<file path="src/pkg/ctbd_regs.vh">
// register offsets, field positions, reset values and timing counts
`ifndef CTBD_REGS_VH
`define CTBD_REGS_VH

`define CTBD_OFF_GROUP_SEL    12'h000
`define CTBD_OFF_INT_DIV      12'h004
`define CTBD_OFF_TICK_UPPER   12'h008
`define CTBD_OFF_TICK_LOWER   12'h00c
`define CTBD_OFF_SETUP        12'h010
`define CTBD_OFF_IRQ_STATUS   12'h014
`define CTBD_OFF_IRQ_MASK     12'h018
`define CTBD_OFF_CONTROL      12'h01c
`define CTBD_OFF_INT_COUNT    12'h020
`define CTBD_OFF_TICK_COUNT   12'h024

`define CTBD_SETUP_PERIOD     1
`define CTBD_SETUP_FE_MODE    0
`define CTBD_CTRL_SOFT_RESET  0
`define CTBD_IRQ_ACCUM        0
`define CTBD_IRQ_TICK         1

`define CTBD_INT_REAL_SHORT   13'h0b45
`define CTBD_INT_REAL_LONG    13'h1313
`define CTBD_INT_CPLX_SHORT   13'h0b81
`define CTBD_INT_CPLX_LONG    13'h1379
`define CTBD_TICK_REAL        21'h08b823
`define CTBD_TICK_CPLX        21'h08e6a4

`define CTBD_PHASE_REAL       3'h6
`define CTBD_PHASE_CPLX       3'h5

`endif

</file>
<file path="src/hw/ctbd_timebase.v">
// correlator timebase dividers and channel-group select behind apb
// Functional notes
// - group select bits 11..0 each enable multi-channel writes to a channel.
// - hardware or software master reset clears all group select bits.
// - 13-bit down counter gives accumulation interrupt, reloads preset at zero.
// - interrupt counter steps P down to 0 then P: period P+1.
// - counters step once per 7 clocks real mode, 6 clocks complex mode.
// - interrupt divider write loads bits 12..0 as preset, ignores 15..13.
// - edge on period or mode bit loads one of four fixed presets.
// - real mode presets 0x0b45 short, 0x1313 long; short also at reset.
// - complex mode presets 0x0b81 short, 0x1379 long.
// - divider writes and mode edges both overwrite the preset, freely mixed.
// - 21-bit down counter gives tick at zero, reloads, divides by P+1.
// - tick upper write holds bits 4..0; next lower write moves all 21.
// - tick lower write fills low 16 bits with held upper 5 bits.
// - mode edge loads tick preset 0x08b823 real, 0x08e6a4 complex; real at reset.
// - tick upper write alone never changes the tick preset.
//
// Local design decisions: register access over APB and the register offsets.
`timescale 1ns/1ns
`default_nettype none
`include "ctbd_regs.vh"

module ctbd_timebase
(
	input  wire        pclk,
	input  wire        presetn,
	input  wire        psel,
	input  wire        penable,
	input  wire        pwrite,
	input  wire [11:0] paddr,
	input  wire [31:0] pwdata,
	output reg  [31:0] prdata,
	output reg         pready,
	output reg         pslverr,
	input  wire        mc_write,
	output reg  [11:0] mc_write_en,
	output reg  [11:0] channel_group_select,
	output reg         accumulation_interrupt,
	output reg         measurement_tick,
	output reg         real_input_mode,
	output reg         irq
);

	reg  [11:0] group_q;
	reg  [12:0] int_preset_q;
	reg  [12:0] int_cnt_q;
	reg  [20:0] tick_preset_q;
	reg  [20:0] tick_cnt_q;
	reg  [4:0]  tick_upper_q;
	reg         period_q;
	reg         fe_mode_q;
	reg  [2:0]  phase_q;
	reg  [1:0]  status_q;
	reg  [1:0]  mask_q;
	reg         soft_reset_q;

	wire        acc_phase;
	wire        wr_en;
	wire        rd_en;
	wire        addr_ok;
	wire        mc_step;
	wire        int_zero;
	wire        tick_zero;
	wire        new_period;
	wire        new_fe;
	wire        setup_wr;
	wire        mode_edge;
	wire        period_edge;
	wire [1:0]  events;
	reg  [12:0] auto_int;
	reg  [31:0] rdata_d;
	wire        group_wr;
	wire        int_div_wr;
	wire        tick_upper_wr;
	wire        tick_lower_wr;
	reg  [11:0] group_d;
	reg  [12:0] int_preset_d;
	reg  [20:0] tick_preset_d;
	reg  [4:0]  tick_upper_d;
	reg  [20:0] auto_tick;
	reg  [2:0]  phase_d;
	reg  [12:0] int_cnt_d;
	reg  [20:0] tick_cnt_d;

	assign acc_phase = psel & penable & ~pready;
	assign wr_en = acc_phase & pwrite & addr_ok;
	assign rd_en = acc_phase & ~pwrite;
	assign addr_ok = (paddr == `CTBD_OFF_GROUP_SEL) |
		(paddr == `CTBD_OFF_INT_DIV) |
		(paddr == `CTBD_OFF_TICK_UPPER) |
		(paddr == `CTBD_OFF_TICK_LOWER) |
		(paddr == `CTBD_OFF_SETUP) |
		(paddr == `CTBD_OFF_IRQ_STATUS) |
		(paddr == `CTBD_OFF_IRQ_MASK) |
		(paddr == `CTBD_OFF_CONTROL) |
		(paddr == `CTBD_OFF_INT_COUNT) |
		(paddr == `CTBD_OFF_TICK_COUNT);

	// multi-phase clock enable, 7 or 6 master clocks
	assign mc_step = fe_mode_q ? (phase_q == `CTBD_PHASE_CPLX) :
		(phase_q == `CTBD_PHASE_REAL);
	assign int_zero = (int_cnt_q == 13'h0000);
	assign tick_zero = (tick_cnt_q == 21'h000000);

	assign setup_wr = wr_en & (paddr == `CTBD_OFF_SETUP);
	assign new_period = pwdata[`CTBD_SETUP_PERIOD];
	assign new_fe = pwdata[`CTBD_SETUP_FE_MODE];
	assign period_edge = setup_wr & (new_period != period_q);
	assign mode_edge = setup_wr & (new_fe != fe_mode_q);
	assign events = {mc_step & tick_zero, mc_step & int_zero};

	// register write strobes
	assign group_wr = wr_en & (paddr == `CTBD_OFF_GROUP_SEL);
	assign int_div_wr = wr_en & (paddr == `CTBD_OFF_INT_DIV);
	assign tick_upper_wr = wr_en & (paddr == `CTBD_OFF_TICK_UPPER);
	assign tick_lower_wr = wr_en & (paddr == `CTBD_OFF_TICK_LOWER);

	// edge presets follow the new bit values, not the old ones
	always @*
	begin
		if (new_fe)
		begin
			auto_tick = `CTBD_TICK_CPLX;
		end
		else
		begin
			auto_tick = `CTBD_TICK_REAL;
		end
	end

	always @*
	begin
		case ({new_fe, new_period})
			2'b00: auto_int = `CTBD_INT_REAL_SHORT;
			2'b01: auto_int = `CTBD_INT_REAL_LONG;
			2'b10: auto_int = `CTBD_INT_CPLX_SHORT;
			default: auto_int = `CTBD_INT_CPLX_LONG;
		endcase
	end

	always @*
	begin
		rdata_d = 32'h00000000;
		case (paddr)
			`CTBD_OFF_GROUP_SEL: rdata_d = {20'h00000, group_q};
			`CTBD_OFF_INT_DIV: rdata_d = {19'h00000, int_preset_q};
			`CTBD_OFF_TICK_UPPER: rdata_d = {27'h0000000, tick_upper_q};
			`CTBD_OFF_TICK_LOWER: rdata_d = {11'h000, tick_preset_q};
			`CTBD_OFF_SETUP: rdata_d = {30'h00000000, period_q, fe_mode_q};
			`CTBD_OFF_IRQ_STATUS: rdata_d = {30'h00000000, status_q};
			`CTBD_OFF_IRQ_MASK: rdata_d = {30'h00000000, mask_q};
			`CTBD_OFF_CONTROL: rdata_d = 32'h00000000;
			`CTBD_OFF_INT_COUNT: rdata_d = {19'h00000, int_cnt_q};
			`CTBD_OFF_TICK_COUNT: rdata_d = {11'h000, tick_cnt_q};
			default: rdata_d = 32'h00000000;
		endcase
	end

	// apb slave: one wait state, pready pulses in the second access cycle
	always @(posedge pclk or negedge presetn)
	begin
		if (!presetn)
		begin
			pready <= 1'b0;
			pslverr <= 1'b0;
			prdata <= 32'h00000000;
		end
		else
		begin
			pready <= acc_phase;
			pslverr <= acc_phase & ~addr_ok;
			prdata <= rd_en ? rdata_d : 32'h00000000;
		end
	end

	// control, setup and interrupt registers
	always @(posedge pclk or negedge presetn)
	begin
		if (!presetn)
		begin
			period_q <= 1'b0;
			fe_mode_q <= 1'b0;
			mask_q <= 2'h0;
			status_q <= 2'h0;
			soft_reset_q <= 1'b0;
		end
		else
		begin
			soft_reset_q <= wr_en & (paddr == `CTBD_OFF_CONTROL) &
				pwdata[`CTBD_CTRL_SOFT_RESET];
			if (setup_wr)
			begin
				period_q <= new_period;
				fe_mode_q <= new_fe;
			end
			if (wr_en & (paddr == `CTBD_OFF_IRQ_MASK))
				mask_q <= pwdata[1:0];
			// set wins over write-one-to-clear
			if (wr_en & (paddr == `CTBD_OFF_IRQ_STATUS))
				status_q <= (status_q & ~pwdata[1:0]) | events;
			else
				status_q <= status_q | events;
		end
	end

	// channel group select, cleared by either master reset
	always @*
	begin
		group_d = group_q;
		if (soft_reset_q)
		begin
			group_d = 12'h000;
		end
		else if (group_wr)
		begin
			group_d = pwdata[11:0];
		end
	end

	always @(posedge pclk or negedge presetn)
	begin
		if (!presetn)
			group_q <= 12'h000;
		else
			group_q <= group_d;
	end

	// next presets: a mode or period edge beats a divider write
	always @*
	begin
		int_preset_d = int_preset_q;
		tick_preset_d = tick_preset_q;
		tick_upper_d = tick_upper_q;
		if (period_edge | mode_edge)
		begin
			int_preset_d = auto_int;
		end
		else if (int_div_wr)
		begin
			int_preset_d = pwdata[12:0];
		end
		// upper bits wait locally, the live preset stays untouched
		if (tick_upper_wr)
		begin
			tick_upper_d = pwdata[4:0];
		end
		if (mode_edge)
		begin
			tick_preset_d = auto_tick;
		end
		else if (tick_lower_wr)
		begin
			tick_preset_d = {tick_upper_q, pwdata[15:0]};
		end
	end

	// next counts: a new preset only takes hold at the next reload
	always @*
	begin
		phase_d = phase_q + 3'h1;
		int_cnt_d = int_cnt_q;
		tick_cnt_d = tick_cnt_q;
		if (mc_step)
		begin
			phase_d = 3'h0;
			if (int_zero)
			begin
				int_cnt_d = int_preset_q;
			end
			else
			begin
				int_cnt_d = int_cnt_q - 13'h0001;
			end
			if (tick_zero)
			begin
				tick_cnt_d = tick_preset_q;
			end
			else
			begin
				tick_cnt_d = tick_cnt_q - 21'h000001;
			end
		end
	end

	// presets, multi-phase divider and the two down counters
	// soft reset leaves all of these running
	always @(posedge pclk or negedge presetn)
	begin
		if (!presetn)
		begin
			int_preset_q <= `CTBD_INT_REAL_SHORT;
			tick_preset_q <= `CTBD_TICK_REAL;
			tick_upper_q <= 5'h00;
			phase_q <= 3'h0;
			int_cnt_q <= `CTBD_INT_REAL_SHORT;
			tick_cnt_q <= `CTBD_TICK_REAL;
		end
		else
		begin
			int_preset_q <= int_preset_d;
			tick_preset_q <= tick_preset_d;
			tick_upper_q <= tick_upper_d;
			phase_q <= phase_d;
			int_cnt_q <= int_cnt_d;
			tick_cnt_q <= tick_cnt_d;
		end
	end

	// registered outputs
	always @(posedge pclk or negedge presetn)
	begin
		if (!presetn)
		begin
			accumulation_interrupt <= 1'b0;
			measurement_tick <= 1'b0;
			mc_write_en <= 12'h000;
			channel_group_select <= 12'h000;
			real_input_mode <= 1'b1;
			irq <= 1'b0;
		end
		else
		begin
			accumulation_interrupt <= events[`CTBD_IRQ_ACCUM];
			measurement_tick <= events[`CTBD_IRQ_TICK];
			mc_write_en <= mc_write ? group_q : 12'h000;
			channel_group_select <= group_q;
			real_input_mode <= ~fe_mode_q;
			irq <= |(status_q & mask_q);
		end
	end

endmodule

`default_nettype wire

</file>
<file path="config.mk">
export PLATFORM = sky130hd
export DESIGN_NAME = ctbd_timebase
export DESIGN_NICKNAME = d
export VERILOG_FILES = /design/src/hw/ctbd_timebase.v
export VERILOG_INCLUDE_DIRS = /design/src /design/src/pkg
export SDC_FILE = /design/constraint.sdc
export NUM_CORES = 1
export LEC_CHECK = 0
export BUFFER_PORTS_ARGS = -buffer_cell sky130_fd_sc_hd__clkbuf_2
export CAP_MARGIN = 10
export CORE_MARGIN = 2
export CORE_UTILIZATION = 51
export CTS_BUF_LIST = sky130_fd_sc_hd__clkbuf_16
export DETAILED_ROUTE_END_ITERATION = 10
export GPL_TIMING_DRIVEN = 0
export PLACE_DENSITY = 0.78
export SLEW_MARGIN = 20
export SYNTH_ARGS = -nofsm -noshare
export SYNTH_HDL_FRONTEND = slang
export SYNTH_SLANG_ARGS = --single-unit
</file>
<file path="constraint.sdc">
create_clock -name pclk -period 3.4 [get_ports pclk]
set_input_delay 0.51 -clock pclk [delete_from_list [all_inputs] [get_ports pclk]]
set_output_delay 0.51 -clock pclk [all_outputs]
set_load 0.02 [all_outputs]
</file>
* Yosys cells after proc, flatten, opt, wreduce, memory -nomap -nowiden *
Cells that the tools add are included.

storage, ports and cells
  register bits = 157
  input bits = 50
  output and inout port bits = 62
  word-level logic and storage cells = 101

cells by class
  add/subtract/negate cells = 3
  equal/unequal tests = 15
  multiplexer cells = 16
  bitwise gates (word level) = 38
  reductions and logical operators = 8

operator list
  cell                                                                     count
  21-bit one-hot mux with 9 select lines                                   1
  21-bit 2-to-1 mux                                                        3
  12-bit by 5-bit equality test with 1-bit output (second input constant)  4
  13-bit 2-to-1 mux                                                        3
  13-bit one-hot mux with 3 select lines                                   1
  12-bit 2-to-1 mux                                                        3
  32-bit 2-to-1 mux                                                        1
  12-bit by 4-bit equality test with 1-bit output (second input constant)  2
  12-bit by 6-bit equality test with 1-bit output (second input constant)  2
  21-bit logical NOT                                                       1
  21-bit by 1-bit subtractor with 21-bit output (second input constant)    1
  1-bit AND                                                                19
  15-bit 2-to-1 mux                                                        1
  13-bit logical NOT                                                       1
  13-bit by 1-bit subtractor with 13-bit output (second input constant)    1
  12-bit by 3-bit equality test with 1-bit output (second input constant)  1
  12-bit logical NOT                                                       1
  1-bit bitwise OR                                                         10
  3-bit equality test (second input constant)                              2
  2-bit nonzero test                                                       3
  2-bit AND                                                                2
  1-bit inverter                                                           4
  2-bit bitwise OR                                                         2
  3-bit by 1-bit adder with 3-bit output (second input constant)           1
  9 further kinds                                                          10

* Logic depth before layout (Yosys ltp) *
  depth after elaboration = 15
  mapped depth = 10
  mapped depth without buffers = 7

* Worst setup path before layout *
No wires, ideal clock.

  kind = register to register
  start point = register tick_cnt_q[0]
  end point = register tick_cnt_q[10]
  library setup time = 126 ps
  data arrival time = 2,285 ps
  data required time = 3,274 ps
  path slack = 989 ps
  cell stages (with the launch flop) = 10
  buffers on the path = 2
  clock period less this slack = 2,411 ps
  path through = dfstp_2 > inv_1 > ha_1 > or4b_1 > buf_6 > nor4b_4 > and3_1 > buf_6 > nor4_2 > a221o_1

between the ends
  cells in the longest elaborated chain, start to end = 2
  elaborated cells between the ends (all ways) = 3
  classes of those cells = 1 x add/sub; 1 x mux; 1 x reduce/logical

ends and longest elaborated chain
  element                                                                              line                                      source
  from (decl)                                                                          ctbd_timebase.v:49                        reg [20:0] tick_cnt_q;
  from (signal assigned)                                                               ctbd_timebase.v:297                       tick_cnt_q <= `CTBD_TICK_REAL;
  from (signal assigned)                                                               ctbd_timebase.v:306                       tick_cnt_q <= tick_cnt_d;
  21-bit by 1-bit subtractor with 21-bit output or 21-bit logical NOT (tied branches)  ctbd_timebase.v:281, ctbd_timebase.v:104
  21-bit 2-to-1 mux *                                                                  ctbd_timebase.v:275                       if (tick_zero)

Mark *: on every way between the ends. The rest lies on a longest branch, timed or not.
A chain may end at the register's enable or synchronous reset.

* Worst setup path in the final report *
Same ends and word-level chain as after synthesis.

==> results.json <==
{
  "outcome": "complete, but fails checks",
  "violations": "negative hold slack",
  "global_route_wire_length_before_repair_mm": 33.4,
  "rsz_0062_raised_after_global_routing": "false",
  "maxSlewViolCount": 0,
  "synth-compound-area-share": 0.148,
  "postLayoutCoreUtil": 0.621,
  "post_synth_inst_count": 711,
  "critical_path_arrival_ps": 3060,
  "synth_largest_type_area_fraction": 0.408,
  "grt_start_max_net_pins": 55,
  "synth_top_cells_by_area": "sky130_fd_sc_hd__dfrtp_1 (41%), sky130_fd_sc_hd__dfstp_2 (11%), sky130_fd_sc_hd__mux2i_1 (5.3%), sky130_fd_sc_hd__nand2_1 (4.7%), sky130_fd_sc_hd__a21oi_1 (4.5%)",
  "timing_worst_setup_path_type": "register to register",
  "r2r_start": "tick_cnt_q[0]",
  "grt_overflow": 0,
  "maxCapViolCount": 0,
  "fin_skew_ps": 6.87,
  "post_synth_mux_area_share": 0.0875,
  "io_pins": 112,
  "number_of_cells_on_the_worst_reg_to_reg_path": 9,
  "timing.critical_path.to": "tick_cnt_q[10]",
  "drt_pass1_iterations": 6,
  "syn_area_um2": 7180,
  "critPathLaunchType": "register",
  "ir_worst_vdd_uv": 358,
  "setup_viol_count_final": 0,
  "cts_tree": "done",
  "post_synth_and_or_nand_nor_area_fraction": 0.186,
  "detail_route.vias_per_cell": 6.14,
  "synth_xor_xnor_area_share": 0.00976,
  "vias": 6242,
  "final_cycle_share": 0.807,
  "clockRootBuffer": "sky130_fd_sc_hd__clkbuf_16",
  "cts.sink_count": 146,
  "total_leakage_power_nw": 3.89,
  "initial_utilization": 0.519,
  "post_drt_wl_per_cell_um": 21.2,
  "dominant_combinational_cell_family_by_area_after_synthesis": "simple AND/OR/NAND/NOR gates",
  "gpl.final_weighted_congestion": 1.03,
  "achievable_clock_frequency_mhz": 364,
  "synth_edf_count": 0,
  "routed_wl_mm": 21.5,
  "grt_antenna_before_repair": 0,
  "hold_path_class": "primary input to async pin",
  "fill_cells": 1120,
  "fin_setup_tns_ps": 0,
  "fp.dieH_um": 123,
  "worstMarginPinSlew_ps": 1020,
  "worst_setup_hold_path_clk_slew_ps": 60,
  "hold_ws_ps": -13.2,
  "multiInputGateArea_um2": 3250,
  "timing_hold_violations_final": 12,
  "critical_path.endpoint_type": "register",
  "final_area_um2": 8580,
  "synth-adder-area-share": 0.0122,
  "synth_common_cells": "sky130_fd_sc_hd__dfrtp_1 (117), sky130_fd_sc_hd__nand2_1 (89), sky130_fd_sc_hd__a21oi_1 (64), sky130_fd_sc_hd__nor2_1 (49), sky130_fd_sc_hd__mux2i_1 (38)",
  "yosys.cell_count.top_type": "sky130_fd_sc_hd__dfrtp_1",
  "cts_setup_buffers": 0,
  "layout-area-overhead-vs-synth_pct": 19.5,
  "clkLatencyLatePin_ps": 440,
  "register_area_um2": 3690,
  "maxSlewHeadroom": 0.314,
  "synth-async-reset-ratio": 1.00,
  "layout_min_cycle_time_ps": 2740,
  "ys_ff_latch": 146,
  "power-per-cell-area_nw_per_um2": 607,
  "share_of_the_yosys_chip_area_belonging_to_registers": 0.514,
  "clock_tree.htree_level_count": 4,
  "post-route-drc-count": 0,
  "n_antenna_cell": 0,
  "reg2reg_slack_ps": 660,
  "dp.final_hpwl_mm": 15.8,
  "dr.first_iter.drc_count": 753,
  "most_used_flip_flop_cell_after_synthesis": "sky130_fd_sc_hd__dfrtp_1",
  "floorplan.core_area_um2": 13800,
  "final_cell_count_no_fill": 1017,
  "cts-buffers-inserted": 17,
  "design.final.nets": 881,
  "synth_area_leader_cell": "sky130_fd_sc_hd__dfrtp_1",
  "die_area_um2": 15000,
  "global_route.usage.total": 0.301,
  "crit_required_ps": 3720,
  "yosys_warnings": 0,
  "die-width_um": 123,
  "critPathMaxFanout": 10,
  "first_global_vias": 5945,
  "syn_area_per_cell_um2": 10.1,
  "synth.distinct_cells": 69,
  "place_area_um2": 7930,
  "ctsLongestPathBuffers": 2,
  "place.detailed.instances": 985,
  "cts_resized": 0,
  "holdBufCountCts": 0,
  "cell_rows": 43,
  "crit_start": "tick_cnt_q[0]",
  "rr_endpoint": "tick_cnt_q[10]",
  "final_layout_size_suffix_gt1_frac": 0.237,
  "antenna_violating_nets_left": 0,
  "port_buffers": 82
}
==> routing by layer <==
metal | track usage | up-vias | routed length [um]
met5 | 0 | - | 0
met4 | 0.156 | 0 | 973
met3 | 0.0586 | 72 | 2030
met2 | 0.434 | 358 | 9480
met1 | 0.430 | 3026 | 9030
li1 | - | 2786 | -
==> power breakdown <==
group,switching [W],internal [W],leakage [nW],total (W)
clock,0.000740,0.00129,0.308,0.00203
sequential,0.000271,0.00196,1.89,0.00223
combinational,0.000582,0.000367,1.69,0.000948
==> flip-flops by register name, summed over array words and instances, names as in the netlist <==
name and flops:
int_cnt_q 13, fe_mode_q 1, int_preset_q 13, channel_group_select 12, irq 1, tick_upper_q 5, mc_write_en 12, period_q 1
accumulation_interrupt 1, tick_cnt_q 21, pslverr 1, real_input_mode 1, soft_reset_q 1, status_q 2, mask_q 2, tick_preset_q 21
phase_q 3, group_q 12, pready 1, prdata 21, measurement_tick 1
==> cell usage in the layout (no fill, tap or decap), types with 4 or more instances in the layout <==
cell type and instances:
sky130_fd_sc_hd__nand4_1 5, sky130_fd_sc_hd__nor4_1 11, sky130_fd_sc_hd__or4_1 7, sky130_fd_sc_hd__inv_1 14
sky130_fd_sc_hd__o21a_1 5, sky130_fd_sc_hd__mux2_2 20, sky130_fd_sc_hd__buf_1 6, sky130_fd_sc_hd__and3_1 8
sky130_fd_sc_hd__o32ai_1 4, sky130_fd_sc_hd__clkbuf_1 21, sky130_fd_sc_hd__conb_1 11, sky130_fd_sc_hd__o22ai_1 6
sky130_fd_sc_hd__o21ai_0 29, sky130_fd_sc_hd__nor4_2 6, sky130_fd_sc_hd__xnor2_1 4, sky130_fd_sc_hd__and2_1 15
sky130_fd_sc_hd__nor3_1 20, sky130_fd_sc_hd__dfrtp_1 117, sky130_fd_sc_hd__buf_2 5, sky130_fd_sc_hd__ha_1 7
sky130_fd_sc_hd__dfstp_2 29, sky130_fd_sc_hd__xor2_1 4, sky130_fd_sc_hd__clkbuf_16 17, sky130_fd_sc_hd__nand2_1 89
sky130_fd_sc_hd__a21o_1 4, sky130_fd_sc_hd__nand2b_1 6, sky130_fd_sc_hd__a21oi_1 64, sky130_fd_sc_hd__mux2i_1 38
sky130_fd_sc_hd__buf_4 14, sky130_fd_sc_hd__nand3_1 17, sky130_fd_sc_hd__a22oi_1 21, sky130_fd_sc_hd__bufinv_16 5
sky130_fd_sc_hd__nor2_1 49, sky130_fd_sc_hd__clkbuf_2 81
==> how the worst min path moves through the flow <==
stage	startpoint	endpoint	slack (ps)	cells after the start
after floorplan	presetn	accumulation_interrupt	210	0
after global placement	group_q[3]	channel_group_select[3]	430	0
after detailed placement	group_q[3]	channel_group_select[3]	430	0
after CTS	presetn	channel_group_select[7]	5	1
after global routing	presetn	channel_group_select[7]	10	1
final	presetn	channel_group_select[1]	-10	1
==> through the flow <==
stage	total power, W	worst slack [ps]
after floorplan	0.00280	989
after global placement	0.00310	-579
after detailed placement	0.00315	395
after CTS	0.00518	678
after global routing	0.00541	535
final	0.00521	656
==> final cells by class <==
| cell class | count | area share |
|---|---|---|
| repair buffers | 84 | 0.0552 |
| well taps | 180 | 0.0262 |
| plain buffers | 48 | 0.0296 |
| clock inverters | 15 | 0.0252 |
| multi-input cells | 514 | 0.379 |
| clock buffers | 17 | 0.0496 |
| inverters | 13 | 0.00569 |
| flip-flops and latches | 146 | 0.430 |
==> kinds of logic (layout without fill, tap and decap cells) <==
| group | Yosys count | after routing |
|---|---|---|
| AND/OR/NAND/NOR | 261 | 261 |
| AO/OA/AOI/OAI | 168 | 168 |
| other | 1 | 11 |
| flip-flops | 146 | 146 |
| multiplexers | 59 | 59 |
| XOR/XNOR | 8 | 8 |
| buffers and inverters | 61 | 177 |
| adder cells (fa/ha/maj) | 7 | 7 |
==> worst max-delay path, cell delays in order (launching register included) <==
cell                      delay (ps)
sky130_fd_sc_hd__dfstp_2         430
sky130_fd_sc_hd__inv_1            70
sky130_fd_sc_hd__ha_1            200
sky130_fd_sc_hd__or4b_1          460
sky130_fd_sc_hd__buf_6           160
sky130_fd_sc_hd__nor4b_4         550
sky130_fd_sc_hd__and3_1          260
sky130_fd_sc_hd__buf_6           130
sky130_fd_sc_hd__nor4_2           60
sky130_fd_sc_hd__a221o_1         300
No activity file was read; power rests on OpenSTA's default activity.
